<file path="config.mk">
export PLATFORM = sky130hd
export DESIGN_NAME = asf_sample_fifo
export DESIGN_NICKNAME = d
export VERILOG_FILES = /design/src/asf_pkg.sv /design/src/asf_sample_fifo.sv /design/src/asf_slot_mem.sv
export SDC_FILE = /design/constraint.sdc
export NUM_CORES = 2
export LEC_CHECK = 0
export BUFFER_PORTS_ARGS = -buffer_cell sky130_fd_sc_hd__buf_2
export CELL_PAD_IN_SITES_DETAIL_PLACEMENT = 0
export CELL_PAD_IN_SITES_GLOBAL_PLACEMENT = 1
export CORE_AREA = 4 4 509 360
export DETAILED_ROUTE_END_ITERATION = 10
export DIE_AREA = 0 0 513 364
export HOLD_SLACK_MARGIN = 0.05
export PLACE_DENSITY_LB_ADDON = 0.1
export SLEW_MARGIN = 20
export SYNTH_ARGS = -nofsm -noshare
export SYNTH_HDL_FRONTEND = slang
export SYNTH_SLANG_ARGS = --single-unit
</file>
<file path="constraint.sdc">
create_clock -name ref_clk_i -period 8.15 [get_ports ref_clk_i]
set_input_delay 1.63 -clock ref_clk_i [delete_from_list [all_inputs] [get_ports ref_clk_i]]
set_output_delay 1.63 -clock ref_clk_i [all_outputs]
set_load 0.01 [all_outputs]
</file>
<file path="src/asf_pkg.sv">
package asf_pkg;

    // Register map
    localparam logic [7:0] ASF_ADDR_ROUTE = 8'h22;
    localparam logic [7:0] ASF_ADDR_ENABLE = 8'h24;
    localparam logic [7:0] ASF_ADDR_CFG = 8'h2E;
    localparam logic [7:0] ASF_ADDR_STATUS = 8'h2F;

    // Field positions
    localparam int ASF_EN_BIT = 6;
    localparam int ASF_RT_WTM_BIT = 2;
    localparam int ASF_RT_OVR_BIT = 1;
    localparam int ASF_CFG_MODE_HI = 7;
    localparam int ASF_CFG_MODE_LO = 6;
    localparam int ASF_CFG_TRIG_BIT = 5;
    localparam int ASF_CFG_FTH_HI = 4;

    // Reset values
    localparam logic [1:0] ASF_MODE_RST = 2'h0;
    localparam logic [4:0] ASF_FTH_RST = 5'h00;
    localparam logic [7:0] ASF_BYTE_ZERO = 8'h00;

    // Buffer geometry
    localparam int ASF_SET_W = 48;
    localparam int ASF_PTR_W = 5;
    localparam int ASF_CNT_W = 6;
    localparam int ASF_DEPTH = 32;
    localparam logic [ASF_PTR_W-1:0] ASF_PTR_ZERO = 5'h00;
    localparam logic [ASF_PTR_W-1:0] ASF_PTR_ONE = 5'h01;
    localparam logic [ASF_CNT_W-1:0] ASF_CNT_ZERO = 6'h00;
    localparam logic [ASF_CNT_W-1:0] ASF_CNT_ONE = 6'h01;
    localparam logic [ASF_CNT_W-1:0] ASF_CNT_FULL = 6'h20;
    localparam logic [4:0] ASF_FSS_SAT = 5'h1F;
    localparam logic [ASF_SET_W-1:0] ASF_SET_ZERO = 48'h0000_0000_0000;
    localparam logic [7:0] ASF_STATUS_BYPASS = 8'h20;
    localparam logic [7:0] ASF_STATUS_FULL = 8'hDF;

    // Output skid buffer
    localparam logic [1:0] ASF_SKID_ZERO = 2'h0;
    localparam logic [1:0] ASF_SKID_ONE = 2'h1;
    localparam logic [1:0] ASF_SKID_FULL = 2'h2;

    // Buffer modes
    typedef enum logic [1:0] {
        ASF_BYPASS,
        ASF_FILL_ONCE,
        ASF_STREAM,
        ASF_STREAM_TO_FILL
    } asf_mode_t;

endpackage

</file>
<file path="src/asf_sample_fifo.sv">
`timescale 1ns/1ns
`default_nettype none
// What this block does
// RULE1: With buffer enabled, output registers show the oldest stored set, not live data.
// RULE2: Mode field 00 bypass, 01 fill-once, 10 streaming, 11 stream-to-fill-once.
// RULE3: Stream-to-fill trigger is the generator's active flag, not any pin.
// RULE4: Watermark flag is high while unread count exceeds the watermark level.
// RULE5: Status follows every sample write and every sample set read.
// RULE6: Overrun high at 32 unread; next period overwrites oldest; first read clears it.
// RULE7: Empty flag, status bit 5, high when no unread set remains.
// RULE8: Unread count rises per period, falls per read; shows 11111 when full.
// RULE9: Routing bits 2 and 1 gate watermark and overrun onto pin one, ORed.
// RULE10: Bypass clears buffer, freezes outputs, status reads 0x20; outputs follow live data while the enable bit is clear.
// RULE11: Enable bit alone collects nothing; outputs stay frozen.
// RULE12: Fill-once stores 32 sets then stops; status reads 0xDF.
// RULE13: Host selects bypass before restarting fill-once.
// RULE14: Streaming wraps and overwrites oldest when full; bypass stops it.
// RULE15: A read moves output registers out and loads the next oldest set.
// RULE16: Full readout is 32 sets of six bytes, oldest first.
// RULE17: Host should read all 192 bytes within one sample period on overrun.
// RULE18: Slow reads let new samples overwrite unread slots, flagged by overrun.
// RULE19: Stream-to-fill acts as streaming, stops only while trigger and overrun high.
// RULE20: Config bit 5 selects generator one (0) or two (1) as trigger.
// RULE21: Reset clears enable, selects bypass, zero watermark, no pin routing.
// RULE22: One six-byte set per slot, written at each sample period end.
module asf_sample_fifo
    import asf_pkg::*;
(
    // Clock and reset
    input  wire logic                 ref_clk_i,
    input  wire logic                 resetn_i,
    // Register port
    input  wire logic                 reg_wr_i,
    input  wire logic [7:0]           reg_addr_i,
    input  wire logic [7:0]           reg_wdata_i,
    output logic      [7:0]           reg_rdata_o,
    // Sample source, sample clock marks each period end
    input  wire logic                 sample_clk_i,
    input  wire logic [ASF_SET_W-1:0] sample_data_i,
    // Motion generator active flags
    input  wire logic                 gen1_active_i,
    input  wire logic                 gen2_active_i,
    // Output register read request
    input  wire logic                 set_read_i,
    output logic                      set_read_ready_o,
    output logic      [ASF_SET_W-1:0] out_set_o,
    // Serial output buffer side
    output logic                      ser_valid_o,
    input  wire logic                 ser_ready_i,
    output logic      [ASF_SET_W-1:0] ser_data_o,
    // Interrupt pin one
    output logic                      interrupt_pin_one_o
);
    import asf_pkg::*;

    // Register decode, used only by register reads
    function automatic logic [7:0] reg_view(input logic [7:0] addr, input logic [7:0] route,
                                            input logic [7:0] en, input logic [7:0] cfg,
                                            input logic [7:0] stat);
        logic [7:0] v;
        v = ASF_BYTE_ZERO;
        case (addr)
            ASF_ADDR_ROUTE:  v = route;
            ASF_ADDR_ENABLE: v = en;
            ASF_ADDR_CFG:    v = cfg;
            ASF_ADDR_STATUS: v = stat;
            default:         v = ASF_BYTE_ZERO;
        endcase
        return v;
    endfunction

    logic                 watermark_to_pin_one_q;
    logic                 overrun_to_pin_one_q;
    logic                 buffer_enable_q;
    asf_mode_t            buffer_mode_select_q;
    logic                 trigger_source_select_q;
    logic [4:0]           watermark_level_q;
    logic                 sclk_s1_q;
    logic                 sclk_s2_q;
    logic                 sclk_s3_q;
    logic [ASF_SET_W-1:0] sdat_s1_q;
    logic [ASF_SET_W-1:0] sdat_s2_q;
    logic [ASF_SET_W-1:0] live_q;
    logic [ASF_PTR_W-1:0] wr_ptr_q;
    logic [ASF_PTR_W-1:0] rd_ptr_q;
    logic [ASF_PTR_W-1:0] rd_ptr_d;
    logic [ASF_CNT_W-1:0] count_q;
    logic [ASF_CNT_W-1:0] count_d;
    logic                 fill_done_q;
    logic [ASF_SET_W-1:0] mem_rdata;
    logic [1:0]           skid_cnt_q;
    logic [1:0]           skid_cnt_d;
    logic [ASF_SET_W-1:0] skid1_q;
    logic                 odr_tick;
    logic                 active;
    logic                 full;
    logic                 trig;
    logic                 collect;
    logic                 wr_en;
    logic                 read_acc;
    logic                 advance;
    logic                 ser_pop;
    logic                 watermark_flag;
    logic                 overrun_flag;
    logic                 empty_flag;
    logic [4:0]           unread_sample_count;
    logic [7:0]           status;
    logic [7:0]           route_byte;
    logic [7:0]           enable_byte;
    logic [7:0]           cfg_byte;

    // Control registers; reset leaves buffer off and in bypass
    always_ff @(posedge ref_clk_i) begin
        if (!resetn_i) begin
            watermark_to_pin_one_q  <= 1'b0; // RULE21
            overrun_to_pin_one_q    <= 1'b0;
            buffer_enable_q         <= 1'b0;
            buffer_mode_select_q    <= ASF_BYPASS;
            trigger_source_select_q <= 1'b0;
            watermark_level_q       <= ASF_FTH_RST;
        end else if (reg_wr_i) begin
            case (reg_addr_i)
                ASF_ADDR_ROUTE: begin
                    watermark_to_pin_one_q <= reg_wdata_i[ASF_RT_WTM_BIT];
                    overrun_to_pin_one_q   <= reg_wdata_i[ASF_RT_OVR_BIT];
                end
                ASF_ADDR_ENABLE: begin
                    buffer_enable_q <= reg_wdata_i[ASF_EN_BIT];
                end
                ASF_ADDR_CFG: begin
                    buffer_mode_select_q <=
                        asf_mode_t'(reg_wdata_i[ASF_CFG_MODE_HI:ASF_CFG_MODE_LO]); // RULE2
                    trigger_source_select_q <= reg_wdata_i[ASF_CFG_TRIG_BIT];
                    watermark_level_q       <= reg_wdata_i[ASF_CFG_FTH_HI:0];
                end
                default: begin
                end
            endcase
        end
    end

    // Sample clock and data cross in through two flops each
    always_ff @(posedge ref_clk_i) begin
        if (!resetn_i) begin
            sclk_s1_q <= 1'b0;
            sclk_s2_q <= 1'b0;
            sclk_s3_q <= 1'b0;
            sdat_s1_q <= ASF_SET_ZERO;
            sdat_s2_q <= ASF_SET_ZERO;
        end else begin
            sclk_s1_q <= sample_clk_i;
            sclk_s2_q <= sclk_s1_q;
            sclk_s3_q <= sclk_s2_q;
            sdat_s1_q <= sample_data_i;
            sdat_s2_q <= sdat_s1_q;
        end
    end

    // Period end is the rising edge of the settled sample clock
    assign odr_tick = sclk_s2_q && !sclk_s3_q;

    // Mode and trigger decode
    assign active  = buffer_enable_q && (buffer_mode_select_q != ASF_BYPASS); // RULE11
    assign full    = (count_q == ASF_CNT_FULL);
    assign trig    = trigger_source_select_q ? gen2_active_i : gen1_active_i; // RULE3 RULE20
    always_comb begin
        collect = 1'b0;
        case (buffer_mode_select_q)
            ASF_FILL_ONCE:      collect = !full && !fill_done_q; // RULE12
            ASF_STREAM:         collect = 1'b1; // RULE14
            ASF_STREAM_TO_FILL: collect = !(trig && full); // RULE19
            default:            collect = 1'b0;
        endcase
    end
    assign wr_en    = odr_tick && active && collect; // RULE22
    assign read_acc = set_read_i && set_read_ready_o;
    assign advance  = read_acc && active && (count_q != ASF_CNT_ZERO); // RULE15

    // Oldest pointer also moves when a write overruns a full buffer
    always_comb begin
        rd_ptr_d = rd_ptr_q;
        if (!active) begin
            rd_ptr_d = ASF_PTR_ZERO;
        end else if (advance || (wr_en && full)) begin
            rd_ptr_d = rd_ptr_q + ASF_PTR_ONE; // RULE6 RULE18
        end
    end

    // Unread count; a write into a full buffer replaces, never adds
    always_comb begin
        count_d = count_q;
        if (!active) begin
            count_d = ASF_CNT_ZERO; // RULE10
        end else if (wr_en && !advance && !full) begin
            count_d = count_q + ASF_CNT_ONE; // RULE8
        end else if (advance && !wr_en) begin
            count_d = count_q - ASF_CNT_ONE; // RULE8
        end
    end

    // Pointers, count and fill-once latch
    always_ff @(posedge ref_clk_i) begin
        if (!resetn_i) begin
            wr_ptr_q    <= ASF_PTR_ZERO;
            rd_ptr_q    <= ASF_PTR_ZERO;
            count_q     <= ASF_CNT_ZERO;
            fill_done_q <= 1'b0;
        end else begin
            rd_ptr_q <= rd_ptr_d;
            count_q  <= count_d;
            if (!active) begin
                wr_ptr_q <= ASF_PTR_ZERO; // RULE10
            end else if (wr_en) begin
                wr_ptr_q <= wr_ptr_q + ASF_PTR_ONE; // RULE14
            end
            // Only bypass or a cleared enable bit releases a finished fill, reads do not
            if (!active) begin
                fill_done_q <= 1'b0; // RULE13
            end else if (buffer_mode_select_q == ASF_FILL_ONCE && full) begin
                fill_done_q <= 1'b1; // RULE12
            end
        end
    end

    // Slot storage; read address is the pointer's next value, one cycle ahead of it
    asf_slot_mem u_slots (
        .clk_i   (ref_clk_i),
        .we_i    (wr_en),
        .waddr_i (wr_ptr_q),
        .wdata_i (sdat_s2_q),
        .raddr_i (rd_ptr_d),
        .rdata_o (mem_rdata)
    );

    // Live value and output registers
    always_ff @(posedge ref_clk_i) begin
        if (!resetn_i) begin
            live_q    <= ASF_SET_ZERO;
            out_set_o <= ASF_SET_ZERO;
        end else begin
            if (odr_tick) begin
                live_q <= sdat_s2_q;
            end
            if (!buffer_enable_q) begin
                out_set_o <= live_q;
            end else if (active && count_q != ASF_CNT_ZERO) begin
                out_set_o <= mem_rdata; // RULE1 RULE16
            end
        end
    end

    // Status fields; bypass yields 0x20 since the count is zero
    assign overrun_flag        = full; // RULE6
    assign empty_flag          = (count_q == ASF_CNT_ZERO); // RULE7
    assign watermark_flag      = ({1'b0, unread_sample_count} > {1'b0, watermark_level_q}) || full;
    assign unread_sample_count = full ? ASF_FSS_SAT : count_q[4:0]; // RULE8
    assign status = {watermark_flag, overrun_flag, empty_flag, unread_sample_count}; // RULE4 RULE5
    assign route_byte  = {5'h00, watermark_to_pin_one_q, overrun_to_pin_one_q, 1'b0};
    assign enable_byte = {1'b0, buffer_enable_q, 6'h00};
    assign cfg_byte    = {buffer_mode_select_q, trigger_source_select_q, watermark_level_q};

    // Read data and interrupt pin, both registered
    always_ff @(posedge ref_clk_i) begin
        if (!resetn_i) begin
            reg_rdata_o         <= ASF_BYTE_ZERO;
            interrupt_pin_one_o <= 1'b0;
        end else begin
            reg_rdata_o <= reg_view(reg_addr_i, route_byte, enable_byte, cfg_byte, status);
            interrupt_pin_one_o <= (watermark_flag && watermark_to_pin_one_q)
                                || (overrun_flag && overrun_to_pin_one_q); // RULE9
        end
    end

    // Two-entry buffer toward the serial side; ready stalls reads
    assign ser_pop = ser_valid_o && ser_ready_i;
    always_comb begin
        skid_cnt_d = skid_cnt_q;
        if (read_acc && !ser_pop) begin
            skid_cnt_d = skid_cnt_q + ASF_SKID_ONE;
        end else if (!read_acc && ser_pop) begin
            skid_cnt_d = skid_cnt_q - ASF_SKID_ONE;
        end
    end

    always_ff @(posedge ref_clk_i) begin
        if (!resetn_i) begin
            skid_cnt_q       <= ASF_SKID_ZERO;
            skid1_q          <= ASF_SET_ZERO;
            ser_data_o       <= ASF_SET_ZERO;
            ser_valid_o      <= 1'b0;
            set_read_ready_o <= 1'b0;
        end else begin
            skid_cnt_q       <= skid_cnt_d;
            ser_valid_o      <= (skid_cnt_d != ASF_SKID_ZERO);
            set_read_ready_o <= (skid_cnt_d != ASF_SKID_FULL);
            if (ser_pop) begin
                if (skid_cnt_q == ASF_SKID_FULL) begin
                    ser_data_o <= skid1_q;
                    if (read_acc) begin
                        skid1_q <= out_set_o;
                    end
                end else if (read_acc) begin
                    ser_data_o <= out_set_o; // RULE15
                end
            end else if (read_acc) begin
                if (skid_cnt_q == ASF_SKID_ZERO) begin
                    ser_data_o <= out_set_o;
                end else begin
                    skid1_q <= out_set_o;
                end
            end
        end
    end
endmodule
`default_nettype wire

</file>
<file path="src/asf_slot_mem.sv">
`timescale 1ns/1ns
`default_nettype none
// Sample set storage, registered read, write-first on address match
module asf_slot_mem
    import asf_pkg::*;
(
    // Clock
    input  wire logic                 clk_i,
    // Write side
    input  wire logic                 we_i,
    input  wire logic [ASF_PTR_W-1:0] waddr_i,
    input  wire logic [ASF_SET_W-1:0] wdata_i,
    // Read side
    input  wire logic [ASF_PTR_W-1:0] raddr_i,
    output logic      [ASF_SET_W-1:0] rdata_o
);
    logic [ASF_SET_W-1:0] mem_q [ASF_DEPTH];

    // Storage array, no reset needed for data
    always_ff @(posedge clk_i) begin
        if (we_i) begin
            mem_q[waddr_i] <= wdata_i;
        end
    end

    // Write-first so a set written to the slot under the read address, as into an empty buffer, reads fresh
    always_ff @(posedge clk_i) begin
        if (we_i && (waddr_i == raddr_i)) begin
            rdata_o <= wdata_i;
        end else begin
            rdata_o <= mem_q[raddr_i];
        end
    end
endmodule
`default_nettype wire

</file>
==> summary.txt <==
Run status
  – Outcome: complete, no violations

Logic synthesis
  – Post-Syn Area: 70900 um^2
  – Count leader, synth: edfxtp_1
  – Largest family of logic cells by synthesized area: multiplexers
  – EDFF count, synth: 1536
  – Ranking of synthesized cells by instance count: edfxtp_1 (1536), dfxtp_1 (337), mux4_2 (336)
  – Synth Area in XOR/XNOR: less than 1%
  – Multiplexer share of the synthesized area: 14.9%
  – Adder-cell share of the synthesized area: 0.311%
  – Synth Area in Compound Gates: 4.84%
  – Post-synth top area cell: edfxtp_1
  – Cells after Synth: 3825
  – Unique masters post-synth: 64
  – FF+latch count, synth: 1873
  – Synth Net Count: around 3900
  – Ranking of synthesized cells by area: edfxtp_1 (65%), mux4_2 (11%), dfxtp_1 (9.5%)
  – Sequential area share after synthesis: 74.6%
  – Simple-Gate Fraction of Synth Area: 3.60%
  – Synth top area share: 65.1%
  – Synth Area per Inst: 18.5 um^2
  – Synth Flop Type: edfxtp_1
  – Async SR Flop Fraction: 0%
  – Yosys warns: 0

Detailed routing
  – DRC: 0
  – Post-route ant nets: 0
  – Initial drt markers: 4403
  – DR vias: ~37000
  – Via/cell ratio: approximately 5.6
  – TritonRoute pass-1 iters: 5
  – WL per Instance: 31.3 um
  – Drt total wl: 207000 um

Critical path
  – CP max stage cell: nor2_4
  – Kind of critical path: primary input to flop
  – R2r startpoint: buffer_enable_q$_SDFFE_PN0P_
  – Register-to-register setup slack: 3.80 ns
  – CP arrival: 5.05 ns
  – Crit path top cell by count: buf_4
  – Crit start category: primary input
  – R2r worst-path depth: 5
  – Reg2reg end: u_slots.mem_q[16][30]$_DFFE_PP_
  – Crit-path max cell delay: 1.03 ns
  – Crit end category: flop
  – Crit-path cells: buf_2 > mux2i_1 > o21ai_1 > buf_4 > a21oi_1 > nand2_1 > nor2_4 > buf_4
  – Required time worst endpoint: 8.61 ns
  – Worst Path Max Fanout: 27

Timing
  – Minimum clock period: roughly 4.6 ns
  – Final TNS setup: 0 ns
  – Skew final: ~0.03 ns
  – RSZ-0062 raised after global routing: false
  – Slew @ Worst Pin: 1.16 ns
  – Final setup viols: 0
  – Final period util: 56.3%
  – Slew HR: 22.4%
  – Slew Limit Fails: 0
  – Fmax: roughly 220 MHz
  – Hold Vio Cnt, Final: 0

Finish
  – Final #Nets: between 4000 and 5000
  – Register area: 52900 um^2
  – Fill count: 15200
  – Final Cell Area: 81200 um^2
  – Area Overhead vs Synth: 14.6%
  – Fraction of layout cells with a size suffix above 1: 24.6%
  – Multi-input gate area: around 17000 um^2

Clock tree
  – CTS clk-pin slew, worst paths: ~0.06 ns
  – CTS root buffer: clkbuf_16
  – CTS buffer count: 183
  – Resized cells post-CTS: 0
  – CTS tree: done
  – Setup Fix Bufs, Post-CTS: 0
  – CTS max path bufs: 3
  – Hold Buf Count CTS: 0
  – Worst-Skew Late Latency: 0.82 ns
  – Clock sinks: 1873
  – Maximum level of the CTS H-tree: 4

Power
  – Sw Pwr: 4180 uW
  – Clk pwr share: 43.7%
  – IR Drop Worst-Case VDD: 0.218 mV
  – Int Pwr: 15500 uW
  – Sw frac: 21.2%
  – Power Density: 242 nW/um^2
  – Flop pwr share: 53.4%
  – Comb pwr share: 2.8%
  – Static Leakage: 0.0254 uW

Die
  – Core box area: 178000 um^2
  – Die X: 513 um
  – Die footprint: 187000 um^2
  – Chip Height: 364 um
  – Row cnt: 130
  – Initial Utilization: 39.7%
  – IO Count: 179

Global route
  – First-pass GRT wire length: 290000 um
  – Initial antenna violation count: 21
  – Vias in the first global route: 36200
  – Grt ovf: 0
  – GRT Util Overall: 22.0%
  – Largest net degree at the start of global routing: 118

Placed design
  – Post-DP HPWL: 125000 um
  – IO Port Bufs: approximately 180
  – Routability cong.: 0.765
  – Dpl cell area: 75100 um^2

Min path
  – Worst Hold Class: flop to flop
  – Hold_sp: sdat_s1_q[6]$_SDFF_PN0_
  – WHS Endpoint: sdat_s2_q[6]$_SDFF_PN0_
  – Hold Path Depth: 1

Job
  – Max Cap Viol: 0
## logic make-up after synthesis
kind of cell	after synthesis
compound gates	481
flops	1873
fa+ha+maj	17
mux	630
xor+xnor	6
simple gates	561
buf+inv	257
## cell type report
class                           count  area share (%)
Sequential cell                  1873            65.1
Multi-Input combinational cell   1695            21.1
Clock buffer                      258            6.35
Tap cell                         2376            3.66
Timing Repair Buffer              301            2.52
Clock inverter                     86            1.08
Inverter                           21           0.106
Antenna cell                        9          0.0277
## flip-flops by register name, indices dropped and copies added, names as in the netlist, 6 cells and up, named ones only
register / count
sdat_s2_q: 48
live_q: 48
count_q: 6
skid1_q: 48
sdat_s1_q: 48
u_slots.mem_q: 1536
out_set_o: 48
ser_data_o: 48
reg_rdata_o: 8
## cell usage in the layout (no fill, tap or decap), drive strengths merged, types with 3 or more instances in the layout
| cell type | instances |
|---|---|
| xor2 | 3 |
| clkbuf | 258 |
| a22o | 15 |
| or2 | 6 |
| nand2 | 265 |
| diode | 9 |
| dfxtp | 337 |
| clkinv | 62 |
| nor2 | 130 |
| mux2 | 34 |
| inv | 27 |
| a32o | 34 |
| mux4 | 336 |
| nand2b | 3 |
| o21a | 4 |
| o311a | 14 |
| bufinv | 16 |
| nand3b | 5 |
| a31oi | 3 |
| a21oi | 164 |
| nand3 | 20 |
| or3 | 7 |
| buf | 301 |
| a21o | 3 |
| xnor2 | 3 |
| mux2i | 260 |
| o21ai | 48 |
| a22oi | 36 |
| nor2b | 6 |
| a211oi | 66 |
| ha | 16 |
| edfxtp | 1536 |
| o221ai | 84 |
| and2 | 101 |
| nor3 | 5 |
## power by group through the flow
stage                     registers [uW]  logic [uW]  clock network, uW
after global placement             10700         564                  0
after detailed placement           10700         569                  0
after global routing               10500         617               9230
final                              10500         559               8600
after floorplan                    10700         263                  0
after CTS                          10500         568               8800
## critical path: cells and delay by family
| kind | cells | cell delay, ns |
|---|---|---|
| multiplexers | 1 | 0.32 |
| AND/OR/NAND/NOR | 2 | 1.73 |
| AO/OA/AOI/OAI | 2 | 0.51 |
| buffers and inverters | 3 | 0.79 |
## through the flow
stage | setup slack, ns | util (%) | power (uW) | hold WS [ns] | cells
after floorplan | 3.18 | - | 11000 | 0.412 | 3825
after global placement | 2.16 | 42.0 | 11300 | 0.414 | 6254
after detailed placement | 2.71 | 42.1 | 11300 | 0.417 | 6261
after CTS | 3.58 | 45.5 | 19900 | 0.432 | 6605
after global routing | 3.42 | 45.5 | 20400 | 0.441 | 6611
final | 3.56 | 45.5 | 19700 | 0.425 | 6619
## worst max path at each step
stage / to / slack [ns] / cells after the start / start
floorplan: u_slots.mem_q[30][0]$_DFFE_PP_ / 3.18 / 5 / gen2_active_i
global placement: u_slots.mem_q[20][40]$_DFFE_PP_ / 2.16 / 7 / gen1_active_i
detailed placement: u_slots.mem_q[16][33]$_DFFE_PP_ / 2.71 / 8 / gen1_active_i
CTS: u_slots.mem_q[16][30]$_DFFE_PP_ / 3.58 / 8 / gen1_active_i
global route: u_slots.mem_q[16][43]$_DFFE_PP_ / 3.42 / 8 / gen2_active_i
finish: u_slots.mem_q[16][30]$_DFFE_PP_ / 3.56 / 8 / gen2_active_i
## routing by layer
layer | GRT usage [%] | part of all wire [%] | vias up | wire length, um
li1 | - | - | 15900 | -
met1 | 35.3 | 49 | 19800 | 101000
met2 | 30.7 | 42 | 1418 | 86400
met3 | 4.89 | 8.0 | 209 | 16500
met4 | 4.01 | 1.5 | 0 | 3140
met5 | 0 | 0 | - | 0
Power figures use the tool's default switching activity.
